`src/btoe_cfg.svh`:
```
// Constants for the boundary test operation engine
`ifndef BTOE_CFG_SVH
`define BTOE_CFG_SVH
`define BTOE_HALF       20
`define BTOE_CELLS      40
`define BTOE_CTRL_W     12
`define BTOE_AB_OE_BIT  11
`define BTOE_BA_OE_BIT  10
`define BTOE_CTRL_RST   12'hfff
`define BTOE_CELL_RST   40'h00_0000_0000
`define BTOE_OP_BITS    3
`endif

```
`src/btoe_pkg.sv`:
```
// Types and opcode decode for the boundary test operation engine
`default_nettype none
package btoe_pkg;
  typedef enum logic [2:0] {
    op_toggle,
    op_pattern,
    op_signature,
    op_sig_pattern,
    op_sig_count
  } btoe_op_t;

  function automatic btoe_op_t decode_op(input logic [2:0] code);
    btoe_op_t r;
    r = op_toggle;
    case (code[1:0])
      2'b00: r = op_toggle;
      2'b01: r = op_pattern;
      2'b10: r = op_signature;
      default: r = code[2] ? op_sig_count : op_sig_pattern;
    endcase
    return r;
  endfunction
endpackage
`default_nettype wire

```
`src/btoe_step_if.sv`:
```
// Interface between the engine and its next-state calculator
`default_nettype none
interface btoe_step_if;
  btoe_pkg::btoe_op_t op;
  logic [19:0]        out_cells;
  logic [19:0]        in_cells;
  logic [19:0]        in_pins;
  logic [19:0]        nxt_out;
  logic [19:0]        nxt_in;
  modport engine (output op, out_cells, in_cells, in_pins, input nxt_out, nxt_in);
  modport calc   (input op, out_cells, in_cells, in_pins, output nxt_out, nxt_in);
endinterface
`default_nettype wire

```
`src/btoe_step.sv`:
```
// Next shift-stage values for each test operation
`default_nettype none
module btoe_step (
  btoe_step_if.calc st
);
  function automatic logic [39:0] lfsr40(input logic [39:0] s, input logic [39:0] d);
    return {s[38:0], s[39] ^ s[37] ^ s[20] ^ s[18]} ^ d;
  endfunction

  function automatic logic [19:0] lfsr20(input logic [19:0] s, input logic [19:0] d);
    return {s[18:0], s[19] ^ s[16]} ^ d;
  endfunction

  logic [39:0] wide;

  always_comb begin
    wide       = 40'h00_0000_0000;
    st.nxt_out = st.out_cells;
    st.nxt_in  = st.in_cells;
    case (st.op)
      btoe_pkg::op_toggle: begin
        st.nxt_out = ~st.out_cells;
        st.nxt_in  = st.in_pins;
      end
      btoe_pkg::op_pattern: begin
        wide       = lfsr40({st.out_cells, st.in_cells}, 40'h00_0000_0000);
        st.nxt_out = wide[39:20];
        st.nxt_in  = wide[19:0];
      end
      btoe_pkg::op_signature: begin
        wide       = lfsr40({st.out_cells, st.in_cells}, {20'h0_0000, st.in_pins});
        st.nxt_out = wide[39:20];
        st.nxt_in  = wide[19:0];
      end
      btoe_pkg::op_sig_pattern: begin
        st.nxt_out = lfsr20(st.out_cells, 20'h0_0000);
        st.nxt_in  = lfsr20(st.in_cells, st.in_pins);
      end
      btoe_pkg::op_sig_count: begin
        st.nxt_out = 20'(st.out_cells + 20'h0_0001);
        st.nxt_in  = lfsr20(st.in_cells, st.in_pins);
      end
      default: begin
        st.nxt_out = st.out_cells;
        st.nxt_in  = st.in_cells;
      end
    endcase
  end
endmodule
`default_nettype wire

```
`src/btoe_engine.sv`:
```
// Boundary test operation engine: runs self-test operations on the boundary cells
// Overview of operation
// - Operation is decoded from the three low bits of the test control register.
// - Operations run only with run-test instruction active in Run-Test/Idle.
// - X00 sample-toggle, X01 40-bit pattern, X10 40-bit signature; bit 2 ignored.
// - 011 is 20-bit signature plus pattern; 111 is signature plus up-count.
// - Control cells 47 to 36 take no part in any algorithm.
// - Output-enable cells 47 and 46 decide drive or float for each pin group.
// - Run only when the two direction enables differ; otherwise behave as bypass.
// - Sample-toggle loads each input-mode pin into its cell on rising test clock.
// - Sample-toggle inverts output cells on rising edge, drives pins on falling edge.
// - Pattern mode steps a 40-bit LFSR on rising edge, drives pins on falling.
// - An all-zero seed keeps every pattern generator stuck at zero.
// - Signature mode folds input pins into a 40-bit signature per rising edge.
// - 40-bit signature mode leaves output shadow latches and pins unchanged.
// - Signature-pattern mode: 20-bit signature on inputs, 20-bit LFSR on outputs.
// - Signature-count mode: 20-bit signature on inputs, 20-bit counter on outputs.
// - An output-enable cell holding 0 puts its pins in output mode.
// - Boundary read leaves cells untouched so a signature can be shifted out.
`include "btoe_cfg.svh"
`default_nettype none
module btoe_engine (
  input  wire logic        clock,
  input  wire logic        nrst,
  input  wire logic        tck,
  input  wire logic        run_test_instruction,
  input  wire logic        tap_run_idle,
  input  wire logic [2:0]  test_control_register,
  input  wire logic        scan_load,
  input  wire logic [51:0] scan_data,
  input  wire logic [19:0] a_pin_in,
  input  wire logic [19:0] b_pin_in,
  output logic      [19:0] a_pin_out,
  output logic      [19:0] a_pin_oe,
  output logic      [19:0] b_pin_out,
  output logic      [19:0] b_pin_oe,
  output logic      [39:0] boundary_cells,
  output logic             test_running
);
  logic [2:0]  tck_q, tck_d;
  logic [1:0]  instr_q, instr_d, idle_q, idle_d;
  logic [2:0]  code1_q, code1_d, code2_q, code2_d;
  logic [19:0] a1_q, a1_d, a2_q, a2_d, b1_q, b1_d, b2_q, b2_d;
  logic [11:0] ctrl_q, ctrl_d;
  logic [39:0] cells_q, cells_d, shadow_q, shadow_d;
  logic        run_q, run_d;
  btoe_pkg::btoe_op_t op_q, op_d;
  logic [19:0] a_out_q, a_out_d, b_out_q, b_out_d;
  logic        a_oe_q, a_oe_d, b_oe_q, b_oe_d;
  logic        rise, fall, dir_ab;

  btoe_step_if st ();

  btoe_step u_step (
    .st (st)
  );

  assign rise   = tck_q[1] & ~tck_q[2];
  assign fall   = ~tck_q[1] & tck_q[2];
  // Cell 47 low: A drives B, so B cells are output-mode
  assign dir_ab = ~ctrl_q[`BTOE_AB_OE_BIT];

  // Direction cell 47 picks which cell half feeds the output taps and which the input taps
  always_comb begin
    st.op        = op_q;
    st.out_cells = dir_ab ? cells_q[39:20] : cells_q[19:0];
    st.in_cells  = dir_ab ? cells_q[19:0] : cells_q[39:20];
    st.in_pins   = dir_ab ? a2_q : b2_q;
  end

  always_comb begin
    tck_d   = {tck_q[1:0], tck};
    instr_d = {instr_q[0], run_test_instruction};
    idle_d  = {idle_q[0], tap_run_idle};
    code1_d = test_control_register;
    code2_d = code1_q;
    a1_d    = a_pin_in;
    a2_d    = a1_q;
    b1_d    = b_pin_in;
    b2_d    = b1_q;
    op_d    = btoe_pkg::decode_op(code2_q);
    run_d   = instr_q[1] & idle_q[1]
              & (ctrl_q[`BTOE_AB_OE_BIT] != ctrl_q[`BTOE_BA_OE_BIT]);
    ctrl_d  = ctrl_q;
    cells_d = cells_q;
    shadow_d = shadow_q;
    if (scan_load) begin
      ctrl_d  = scan_data[51:40];
      cells_d = scan_data[39:0];
    end else if (run_q && rise) begin
      // Control cells are never touched here
      if (dir_ab) cells_d = {st.nxt_out, st.nxt_in};
      else        cells_d = {st.nxt_in, st.nxt_out};
    end
    if (run_q && fall && op_q != btoe_pkg::op_signature) begin
      if (dir_ab) shadow_d[39:20] = cells_q[39:20];
      else        shadow_d[19:0]  = cells_q[19:0];
    end
    a_out_d = shadow_q[19:0];
    b_out_d = shadow_q[39:20];
    a_oe_d  = ~ctrl_q[`BTOE_BA_OE_BIT];
    b_oe_d  = ~ctrl_q[`BTOE_AB_OE_BIT];
  end

  always_ff @(posedge clock) begin
    if (!nrst) begin
      tck_q    <= 3'h0;
      instr_q  <= 2'h0;
      idle_q   <= 2'h0;
      code1_q  <= 3'h0;
      code2_q  <= 3'h0;
      a1_q     <= 20'h0_0000;
      a2_q     <= 20'h0_0000;
      b1_q     <= 20'h0_0000;
      b2_q     <= 20'h0_0000;
      op_q     <= btoe_pkg::op_toggle;
      run_q    <= 1'b0;
      ctrl_q   <= `BTOE_CTRL_RST;
      cells_q  <= `BTOE_CELL_RST;
      shadow_q <= `BTOE_CELL_RST;
      a_out_q  <= 20'h0_0000;
      b_out_q  <= 20'h0_0000;
      a_oe_q   <= 1'b0;
      b_oe_q   <= 1'b0;
    end else begin
      tck_q    <= tck_d;
      instr_q  <= instr_d;
      idle_q   <= idle_d;
      code1_q  <= code1_d;
      code2_q  <= code2_d;
      a1_q     <= a1_d;
      a2_q     <= a2_d;
      b1_q     <= b1_d;
      b2_q     <= b2_d;
      op_q     <= op_d;
      run_q    <= run_d;
      ctrl_q   <= ctrl_d;
      cells_q  <= cells_d;
      shadow_q <= shadow_d;
      a_out_q  <= a_out_d;
      b_out_q  <= b_out_d;
      a_oe_q   <= a_oe_d;
      b_oe_q   <= b_oe_d;
    end
  end

  assign a_pin_out      = a_out_q;
  assign b_pin_out      = b_out_q;
  assign a_pin_oe       = {20{a_oe_q}};
  assign b_pin_oe       = {20{b_oe_q}};
  assign boundary_cells = cells_q;
  assign test_running   = run_q;
endmodule
`default_nettype wire

```
`config.mk`:
```
export PLATFORM = sky130hd
export DESIGN_NAME = btoe_engine
export DESIGN_NICKNAME = d
export VERILOG_FILES = /design/src/btoe_pkg.sv /design/src/btoe_step_if.sv /design/src/btoe_step.sv /design/src/btoe_engine.sv
export VERILOG_INCLUDE_DIRS = /design/src
export SDC_FILE = /design/constraint.sdc
export NUM_CORES = 1
export LEC_CHECK = 0
export ABC_AREA = 1
export BUFFER_PORTS_ARGS = -buffer_cell sky130_fd_sc_hd__clkbuf_2
export CORE_MARGIN = 1.5
export CORE_UTILIZATION = 42
export DETAILED_ROUTE_END_ITERATION = 10
export HOLD_SLACK_MARGIN = 0.08
export PLACE_DENSITY = 0.7
export SLEW_MARGIN = 20
export SYNTH_ARGS = -nofsm -noshare
export SYNTH_HDL_FRONTEND = slang
export SYNTH_HIERARCHICAL = 1
export SYNTH_SLANG_ARGS = --single-unit
```
`constraint.sdc`:
```
create_clock -name clock -period 2.8 [get_ports clock]
set_clock_uncertainty 0.2 [all_clocks]
set_input_delay 0.28 -clock clock [delete_from_list [all_inputs] [get_ports clock]]
set_output_delay 0.28 -clock clock [all_outputs]
set_load 0.01 [all_outputs]
```
==> results of run 1 <==
## kinds of logic after synthesis
family          after synthesis  share of synthesized area
compound gates              253                      0.131
fa+ha+maj                     1                    0.00117
flops                       221                      0.415
simple gates                752                      0.290
buf+inv                     379                      0.159
xor+xnor                      4                    0.00329
## flip-flops by register name (all words and copies together), names as in the netlist, 2 cells and up
name / cells
boundary_cells: 40
b_pin_out: 20
code1_q: 3
idle_q: 2
b2_q: 20
b1_q: 20
tck_q: 3
ctrl_q: 2
op_q: 3
a1_q: 20
shadow_q: 40
a_pin_out: 20
code2_q: 3
a2_q: 20
instr_q: 2
## cell type report
cell class                      instances  area [µm²]  area share
Tap cell                              330         413      0.0298
Clock buffer                           33         686      0.0495
Multi-Input combinational cell       1010        4570       0.330
Clock inverter                          9         109     0.00787
Inverter                              248         933      0.0675
Sequential cell                       221        4430       0.320
Timing Repair Buffer                  388        2700       0.195
## report_power, final
group	switching, µW	internal, µW
logic	726	503
clock network	1250	1900
registers	75.6	3260
## final timing paths
path,from,endpoint,slack (ns),cells after the start
max reg2reg,ctrl_q[11],boundary_cells[5],0.14,13
min,nrst,b_pin_out[5],0.16,4
max,ctrl_q[11],boundary_cells[5],0.14,13
min reg2reg,b1_q[6],b2_q[6],0.21,2
## critical path: cells and delay by family (launching register included)
kind | cells | cell delay [ns]
buffers and inverters | 2 | 0.34
AO/OA/AOI/OAI | 6 | 0.91
AND/OR/NAND/NOR | 5 | 0.70
flip-flops | 1 | 0.41
## per-layer routing
| metal | part of all wire | vias up |
|---|---|---|
| li1 | - | 5516 |
| met1 | 0.46 | 4754 |
| met2 | 0.44 | 419 |
| met3 | 0.073 | 48 |
| met4 | 0.023 | 0 |
| met5 | 0 | - |
## through the flow
| stage | std cells | area, µm² | setup slack (ns) | hold slack (ns) | utilization |
|---|---|---|---|---|---|
| after detailed placement | 2101 | 12000 | 0.00943 | 0.198 | 0.481 |
| final | 2239 | 13800 | 0.142 | 0.164 | 0.553 |
| after global routing | 2239 | 13800 | 0.00132 | 0.224 | 0.553 |
| after CTS | 2234 | 13700 | 0.0112 | 0.190 | 0.549 |
| after global placement | 2101 | 12000 | 0.0192 | 0.199 | 0.481 |
| after floorplan | 1610 | 10700 | 0.0233 | 0.178 | - |
## timing repair
action,4_1_cts,5_1_grt
setup endpoints to repair,1,31
gates cloned,0,1
hold buffers,91,0
hold endpoints to repair,88,0
buffers inserted,0,4
gates resized for setup,1,23
pin swaps,0,1
## cells in the final DEF (no fill, tap or decap), types with 3 or more instances in the layout
cell,netlist,routed
nand4_1,41,41
nand2_2,3,4
inv_1,239,239
nand3_2,2,3
o2111ai_1,3,3
nor2_2,3,3
nor2_1,65,64
clkinv_2,0,3
o21ai_0,83,70
buf_12,0,3
clkbuf_16,0,26
o21bai_1,40,40
dlygate4sd3_1,0,91
a21oi_1,53,53
dfxtp_1,221,220
clkbuf_1,24,5
o21ai_2,0,4
clkbuf_2,0,210
a22oi_1,8,8
inv_2,8,7
xnor2_1,3,3
nand2_1,538,537
nand3_1,96,95
clkbuf_8,0,3
buf_4,46,80
o21ai_1,65,74
clkinv_4,0,3
==> impl_metrics.json, run 1 <==
{
  "grt_pass1_vias": 9548,
  "start_util": 0.426,
  "outcome": "finished clean",
  "synth-edff-count": 0,
  "synth.area.top_cells": "dfxtp_1, nand2_1, inv_1",
  "synth_common_cells": "nand2_1, inv_1, dfxtp_1",
  "hold_class": "in2reg",
  "post-synth-top-count-cell": "nand2_1",
  "fin_crit_sh": 0.949,
  "viasPerCell": 4.80,
  "die_y_um": 162,
  "rsz0062_at_grt": "false",
  "clk_latency_ns": 0.52,
  "synth_cells": 1610,
  "grt_pass1_wl_um": 49000,
  "clk_pin_slew_ns": 0.07,
  "power_uw": 7710,
  "io-pin-count": 222,
  "fin_crit_ns": 2.66,
  "clock_sinks": 221,
  "power.leakage_uw": 0.00731,
  "worstSetupPathType": "reg2reg",
  "slew-limit-headroom": 0.468,
  "grt_busiest_layer": "met2",
  "ir_drop_v": 0.000460,
  "postSynthAreaPerCell_um2": 6.62,
  "die_w_um": 162,
  "overflow": 0,
  "powerDensity_nw_per_um2": 557,
  "clock_path_buffers": 3,
  "cts_htree_levels": 1,
  "wirelength_um": 31800,
  "met2_usage": 0.373,
  "finalSetupViolations": 0,
  "synth_fp_nets": 1712,
  "ys_seq_area_frac": 0.415,
  "place_congestion": 0.889,
  "max_freq_ghz": 0.376,
  "cap_violations": 0,
  "drt_iter0_markers": 1147,
  "synth_area_um2": 10700,
  "dp_hpwl_um": 22300,
  "use_met3": 0.0329,
  "numCtsBuffers": 24,
  "yosysUniqueCellTypes": 29,
  "crit_chain": "buf_6 > o21ai_1 > nand2_1 > buf_4 > nor2_1 > o21ai_0 > o21ai_0 > nand2_1 > o21ai_0 > nand2_1 > nand3_1 > o21ai_1 > a21oi_1",
  "setup_tns_ns": 0,
  "design.die.area_um2": 26300,
  "hold_viol_final": 0,
  "vias": 10737,
  "drv_slew": 0,
  "n_fill_cell": 2407,
  "grtUsageMet1": 0.329,
  "antenna_found_initial": 0,
  "first_pass_iters": 6,
  "yosysTopAreaCellShare": 0.415,
  "wl_per_cell_um": 14.2,
  "yosysTopAreaCell": "dfxtp_1",
  "critPathCaptureType": "register",
  "worst_pin_slew_ns": 0.798,
  "num_rows": 58,
  "required_ns": 3.04,
  "drc": 0,
  "drive_gt1_frac": 0.189,
  "yosys_most_used_dff": "dfxtp_1",
  "syn2layout_area_growth_pct": 29.8,
  "ys_warn_count": 6,
  "fin_nets": 1995,
  "crit_path_start_kind": "register",
  "core-area_um2": 25000,
  "grt_use_total": 0.233,
  "grt_start_max_net_pins": 178,
  "critPathMaxFanout": 10,
  "synth_seq_cells": 221,
  "slowest_stage": "dfxtp_4",
  "cpPeakStageDelay_ns": 0.41,
  "antenna_cells": 0,
  "cts_tree": "built",
  "arrival_ns": 2.90,
  "portBuffers": 211,
  "cts_root_buffer": "clkbuf_16",
  "synthArstFlopShare": 0,
  "ant_nets": 0
}
Note: power is estimated with default switching activity, not from simulation.
==> inputs of run 2 (changes only) <==
--- a/config.mk
+++ b/config.mk
@@ -8,11 +8,10 @@
 export LEC_CHECK = 0
 export ABC_AREA = 1
 export BUFFER_PORTS_ARGS = -buffer_cell sky130_fd_sc_hd__clkbuf_2
-export CORE_MARGIN = 1.5
-export CORE_UTILIZATION = 42
+export CORE_UTILIZATION = 30
 export DETAILED_ROUTE_END_ITERATION = 10
 export HOLD_SLACK_MARGIN = 0.08
-export PLACE_DENSITY = 0.7
+export PLACE_DENSITY = 0.55
 export SLEW_MARGIN = 20
 export SYNTH_ARGS = -nofsm -noshare
 export SYNTH_HDL_FRONTEND = slang
==> run 2 against run 1 <==
Net effect:
- hold slack better by 0.044 ns
- final area is 1.9% higher
- routed wire length is 6.3% higher
- setup slack better by 0.011 ns
- largest power group unchanged
==> impl_metrics.json, run 2 (synthesis gave the netlist of run 1 again) <==
{
  "slew-limit-headroom": 0.554,
  "antenna_cells": 0,
  "grt_pass1_vias": 9677,
  "num_rows": 68,
  "power_uw": 7820,
  "portBuffers": 211,
  "design_area_um2": 14100,
  "drc": 0,
  "syn2layout_area_growth_pct": 32.3,
  "cpPeakStageDelay_ns": 0.57,
  "drt_iter0_markers": 728,
  "n_fill_cell": 3658,
  "finalSetupViolations": 0,
  "fin_crit_sh": 0.946,
  "multi_input_area_um2": 4560,
  "setup_tns_ns": 0,
  "antenna_found_initial": 0,
  "drv_slew": 0,
  "place_area_um2": 12300,
  "seq_area_um2": 4430,
  "hold_viol_final": 0,
  "clock_sinks": 221,
  "required_ns": 3.01,
  "die_y_um": 190,
  "cts_htree_levels": 1,
  "vias": 10644,
  "arrival_ns": 2.86,
  "io-pin-count": 222,
  "clock_path_buffers": 3,
  "core-area_um2": 34700,
  "ant_nets": 0,
  "clk_pin_slew_ns": 0.07,
  "crit_path_start_kind": "primary input",
  "fin_crit_ns": 2.65,
  "powerDensity_nw_per_um2": 554,
  "clk_latency_ns": 0.53,
  "dp_hpwl_um": 25100,
  "rsz0062_at_grt": "false",
  "grt_start_max_net_pins": 81,
  "crit_buf_inv": 6,
  "first_pass_iters": 5,
  "outcome": "finished clean",
  "fin_nets": 2005,
  "slowest_stage": "dlygate4sd3_1",
  "numCtsBuffers": 24,
  "grt_use_total": 0.184,
  "overflow": 0,
  "wirelength_um": 33800,
  "die_w_um": 190,
  "grt_pass1_wl_um": 52500,
  "cts_tree": "built",
  "cap_violations": 0,
  "cp_top_family": "buffers and inverters",
  "critPathMostFrequentCell": "dlygate4sd3_1",
  "worst_pin_slew_ns": 0.669,
  "start_util": 0.307,
  "layout_commonest_cell": "nand2_1",
  "layout_common_cells": "nand2_1, inv_1, dfxtp_1",
  "critPathMaxFanout": 43,
  "power.leakage_uw": 0.00737,
  "viasPerCell": 4.48,
  "design.die.area_um2": 36300,
  "ir_drop_v": 0.000437,
  "hold_class": "reg2reg",
  "critPathCaptureType": "register",
  "wl_per_cell_um": 14.2,
  "drive_gt1_frac": 0.193,
  "crit_chain": "dlygate4sd3_1 > buf_6 > inv_1 > buf_4 > a21oi_1 > dlygate4sd3_1 > o21ai_0 > dlygate4sd3_1",
  "max_freq_ghz": 0.378,
  "cts_root_buffer": "clkbuf_16",
  "place_congestion": 0.870,
  "worstSetupPathType": "in2reg"
}
==> run 2: cell types whose count changed in the layout (fill, tap and decap cells not counted), sizes merged <==
cell,previous run,this run
buf,86,95
clkinv,7,4
clkinvlp,1,2
clkbuf,244,246
dlygate4sd3,91,93
bufinv,2,1
inv,247,248
==> run 2: final cells by class <==
cell class	instances	area share
multi-input cells	1010	0.323
flip-flops and latches	221	0.314
repair buffers	398	0.198
inverters	248	0.0660
clock buffers	36	0.0538
well taps	455	0.0404
clock inverters	7	0.00488
==> run 2: per-layer routing <==
metal / part of all wire / global-route usage / up-vias
met5: 0 / 0 / -
met4: 0.025 / 0.0523 / 0
met3: 0.058 / 0.0234 / 48
met2: 0.43 / 0.286 / 313
met1: 0.49 / 0.265 / 4755
li1: - / - / 5528
==> run 2: path summary, 6_finish.rpt <==
kind	startpoint	end	slack, ns	cells past startpoint
worst max-delay path	nrst	ctrl_q[11]	0.15	8
worst min-delay path	b1_q[13]	b2_q[13]	0.21	2
worst max register to register	boundary_cells[22]	boundary_cells[19]	0.21	14
worst min register to register	b1_q[13]	b2_q[13]	0.21	2
==> run 2: worst register-to-register path, stage by stage (launching register included) <==
cell     delay, ns
dfxtp_1       0.45
inv_1         0.16
o21ai_1       0.19
buf_4         0.17
nand2_1       0.10
nor2_2        0.14
nand2_1       0.13
nor2_1        0.11
nand3_1       0.09
a21oi_1       0.17
nand3_1       0.18
nand2_1       0.11
nand3_1       0.08
o21ai_1       0.10
a21oi_1       0.08
==> run 2: what timing repair did <==
item,4_1_cts,5_1_grt
endpoints found under the hold margin,122,0
pin swaps,0,1
setup endpoints to repair,1,27
resized for setup,1,17
cloned,0,0
setup buffers,0,3
hold buffers,93,0
==> run 2: report_power, final <==
part           switching [µW]  internal [µW]
clock network            1270           1960
logic                     736            511
registers                77.6           3260
==> run 2: per-stage QoR <==
stage / instances / hold slack (ns) / util / worst slack (ns)
global placement: 2236 / 0.200 / 0.354 / 0.0662
CTS: 2372 / 0.207 / 0.405 / 0.0207
finish: 2375 / 0.208 / 0.406 / 0.152
global route: 2375 / 0.230 / 0.406 / 0.00129
floorplan: 1610 / 0.178 / - / 0.0233
detailed placement: 2236 / 0.197 / 0.354 / 0.0289
==> inputs of run 3 (changes only) <==
--- a/config.mk
+++ b/config.mk
@@ -11,7 +11,6 @@
 export CORE_UTILIZATION = 30
 export DETAILED_ROUTE_END_ITERATION = 10
 export HOLD_SLACK_MARGIN = 0.08
-export PLACE_DENSITY = 0.55
 export SLEW_MARGIN = 20
 export SYNTH_ARGS = -nofsm -noshare
 export SYNTH_HDL_FRONTEND = slang
==> run 3 against run 2 <==
Net effect:
- clock power is essentially flat
- sequential cell count is the same
- die area is the same
- highest routed layer unchanged
- critical endpoint unchanged
- clock-buffer cell count shrank 5
- cell count shrank 0.21%
==> impl_metrics.json, run 3 (synthesis gave the netlist of run 1 again) <==
{
  "crit_path_start_kind": "primary input",
  "power_uw": 7840,
  "met3_length_um": 2060,
  "cap_violations": 0,
  "grt_use_total": 0.182,
  "finalSetupViolations": 0,
  "required_ns": 2.99,
  "design_area_um2": 14200,
  "fin_crit_ns": 2.71,
  "hold_class": "reg2reg",
  "min_from": "a1_q[10]",
  "fin_crit_sh": 0.968,
  "portBuffers": 211,
  "setup_tns_ns": 0,
  "numCtsBuffers": 23,
  "num_rows": 68,
  "critPathCaptureType": "register",
  "hold_slack_ns": 0.205,
  "dr.max_layer_used": "met4",
  "viasPerCell": 4.51,
  "wirelength_um": 34000,
  "fin_nets": 2002,
  "drive_gt1_frac": 0.196,
  "slew-limit-headroom": 0.528,
  "vias": 10682,
  "powerDensity_nw_per_um2": 554,
  "wl_per_cell_um": 14.3,
  "hold_depth": 2,
  "antenna_found_initial": 0,
  "clk_pin_slew_ns": 0.07,
  "design.die.area_um2": 36300,
  "wl_met2_um": 14900,
  "pwr-share-seq": 0.425,
  "layout_commonest_cell": "nand2_1",
  "pwr-share-comb": 0.160,
  "critPathMaxFanout": 43,
  "place_area_um2": 12300,
  "p_clk_frac": 0.415,
  "worst_pin_slew_ns": 0.701,
  "internal_power_uw": 5770,
  "grt_pass1_wl_um": 52100,
  "core-area_um2": 34700,
  "power.leakage_uw": 0.00736,
  "r2r_end": "boundary_cells[37]",
  "die_y_um": 190,
  "cts_tree": "built",
  "worstSetupPathType": "in2reg",
  "place_congestion": 0.927,
  "drv_slew": 0,
  "die_w_um": 190,
  "layout_common_cells": "nand2_1, inv_1, dfxtp_1",
  "m1WireLength_um": 16300,
  "clk_latency_ns": 0.51,
  "ir_drop_v": 0.000458,
  "power_switching_uw": 2060,
  "antenna_cells": 0,
  "cts_root_buffer": "clkbuf_16",
  "clock_sinks": 221,
  "dp_hpwl_um": 24900,
  "first_pass_iters": 5,
  "overflow": 0,
  "max_freq_ghz": 0.369,
  "worst_r2r_path_depth": 16,
  "grt_pass1_vias": 9688,
  "arrival_ns": 2.90,
  "cts_htree_levels": 1,
  "clock_path_buffers": 3,
  "ant_nets": 0,
  "sw_frac_of_total": 0.263,
  "drc": 0,
  "r2r-start": "ctrl_q[11]",
  "drt_iter0_markers": 792,
  "hold_viol_final": 0,
  "grt_start_max_net_pins": 81,
  "start_util": 0.307,
  "rrSetupSlack_ns": 0.10,
  "syn2layout_area_growth_pct": 32.8,
  "utilization": 0.408,
  "min_to": "a2_q[10]",
  "outcome": "finished clean",
  "io-pin-count": 222
}
-- run 3: changes by cell type in the layout (fill, tap and decap cells not counted), moves of 3 or more --
| cell | change |
|---|---|
| nor2_1 | -3 |
| buf_4 | -6 |
| clkbuf_16 | -3 |
| nor2_4 | +3 |
| o21ai_1 | -5 |
| bufinv_16 | +3 |
-- run 3: power by group through the flow --
stage / clock (µW) / combinational [µW] / sequential [µW]
2_1_floorplan: 0 / 652 / 3410
3_3_place_gp: 0 / 1090 / 3400
3_5_place_dp: 0 / 1100 / 3410
4_1_cts: 3330 / 1210 / 3340
5_1_grt: 3450 / 1380 / 3340
6_report: 3250 / 1250 / 3330
-- run 3: worst max-delay path: stages --
cell and delay [ns]:
dlygate4sd3_1 0.56, buf_6 0.28, inv_1 0.07, buf_4 0.28, a21oi_1 0.18, dlygate4sd3_1 0.57
o21ai_0 0.09, dlygate4sd3_1 0.58
-- run 3: layer usage --
layer  track usage  up-vias
met5             0        -
met4        0.0394        0
met3        0.0237       36
met2         0.291      354
met1         0.260     4767
li1              -     5525
-- run 3: layout make-up --
class,count,area (µm²)
repair buffers,396,2800
clock inverters,9,151
fillers,3629,20600
inverters,248,931
flip-flops and latches,221,4430
clock buffers,31,656
multi-input cells,1010,4630
well taps,455,569
-- run 3: worst max-delay path by stage --
| stage | from | endpoint | slack [ns] | depth (start not counted) |
|---|---|---|---|---|
| floorplan | ctrl_q[11] | boundary_cells[16] | 0.02 | 15 |
| global placement | ctrl_q[11] | boundary_cells[39] | -0.01 | 12 |
| detailed placement | ctrl_q[11] | boundary_cells[37] | -0.009 | 12 |
| CTS | ctrl_q[11] | boundary_cells[0] | 0.06 | 13 |
| global route | ctrl_q[11] | boundary_cells[19] | -0.001 | 15 |
| finish | nrst | ctrl_q[11] | 0.09 | 8 |
-- run 3: per-stage QoR --
step                      cells  setup slack (ns)
after floorplan            1610            0.0233
after global placement     2232           -0.0132
after detailed placement   2232          -0.00943
after CTS                  2367            0.0589
after global routing       2370          -0.00123
final                      2370            0.0890
-- run 3: what timing repair did --
| item | CTS | global route |
|---|---|---|
| setup buffers | 0 | 3 |
| hold buffers | 95 | 0 |
| setup endpoints to repair | 3 | 40 |
| hold endpoints to repair | 115 | 0 |
| gates resized for setup | 1 | 35 |
| pin swaps | 0 | 2 |
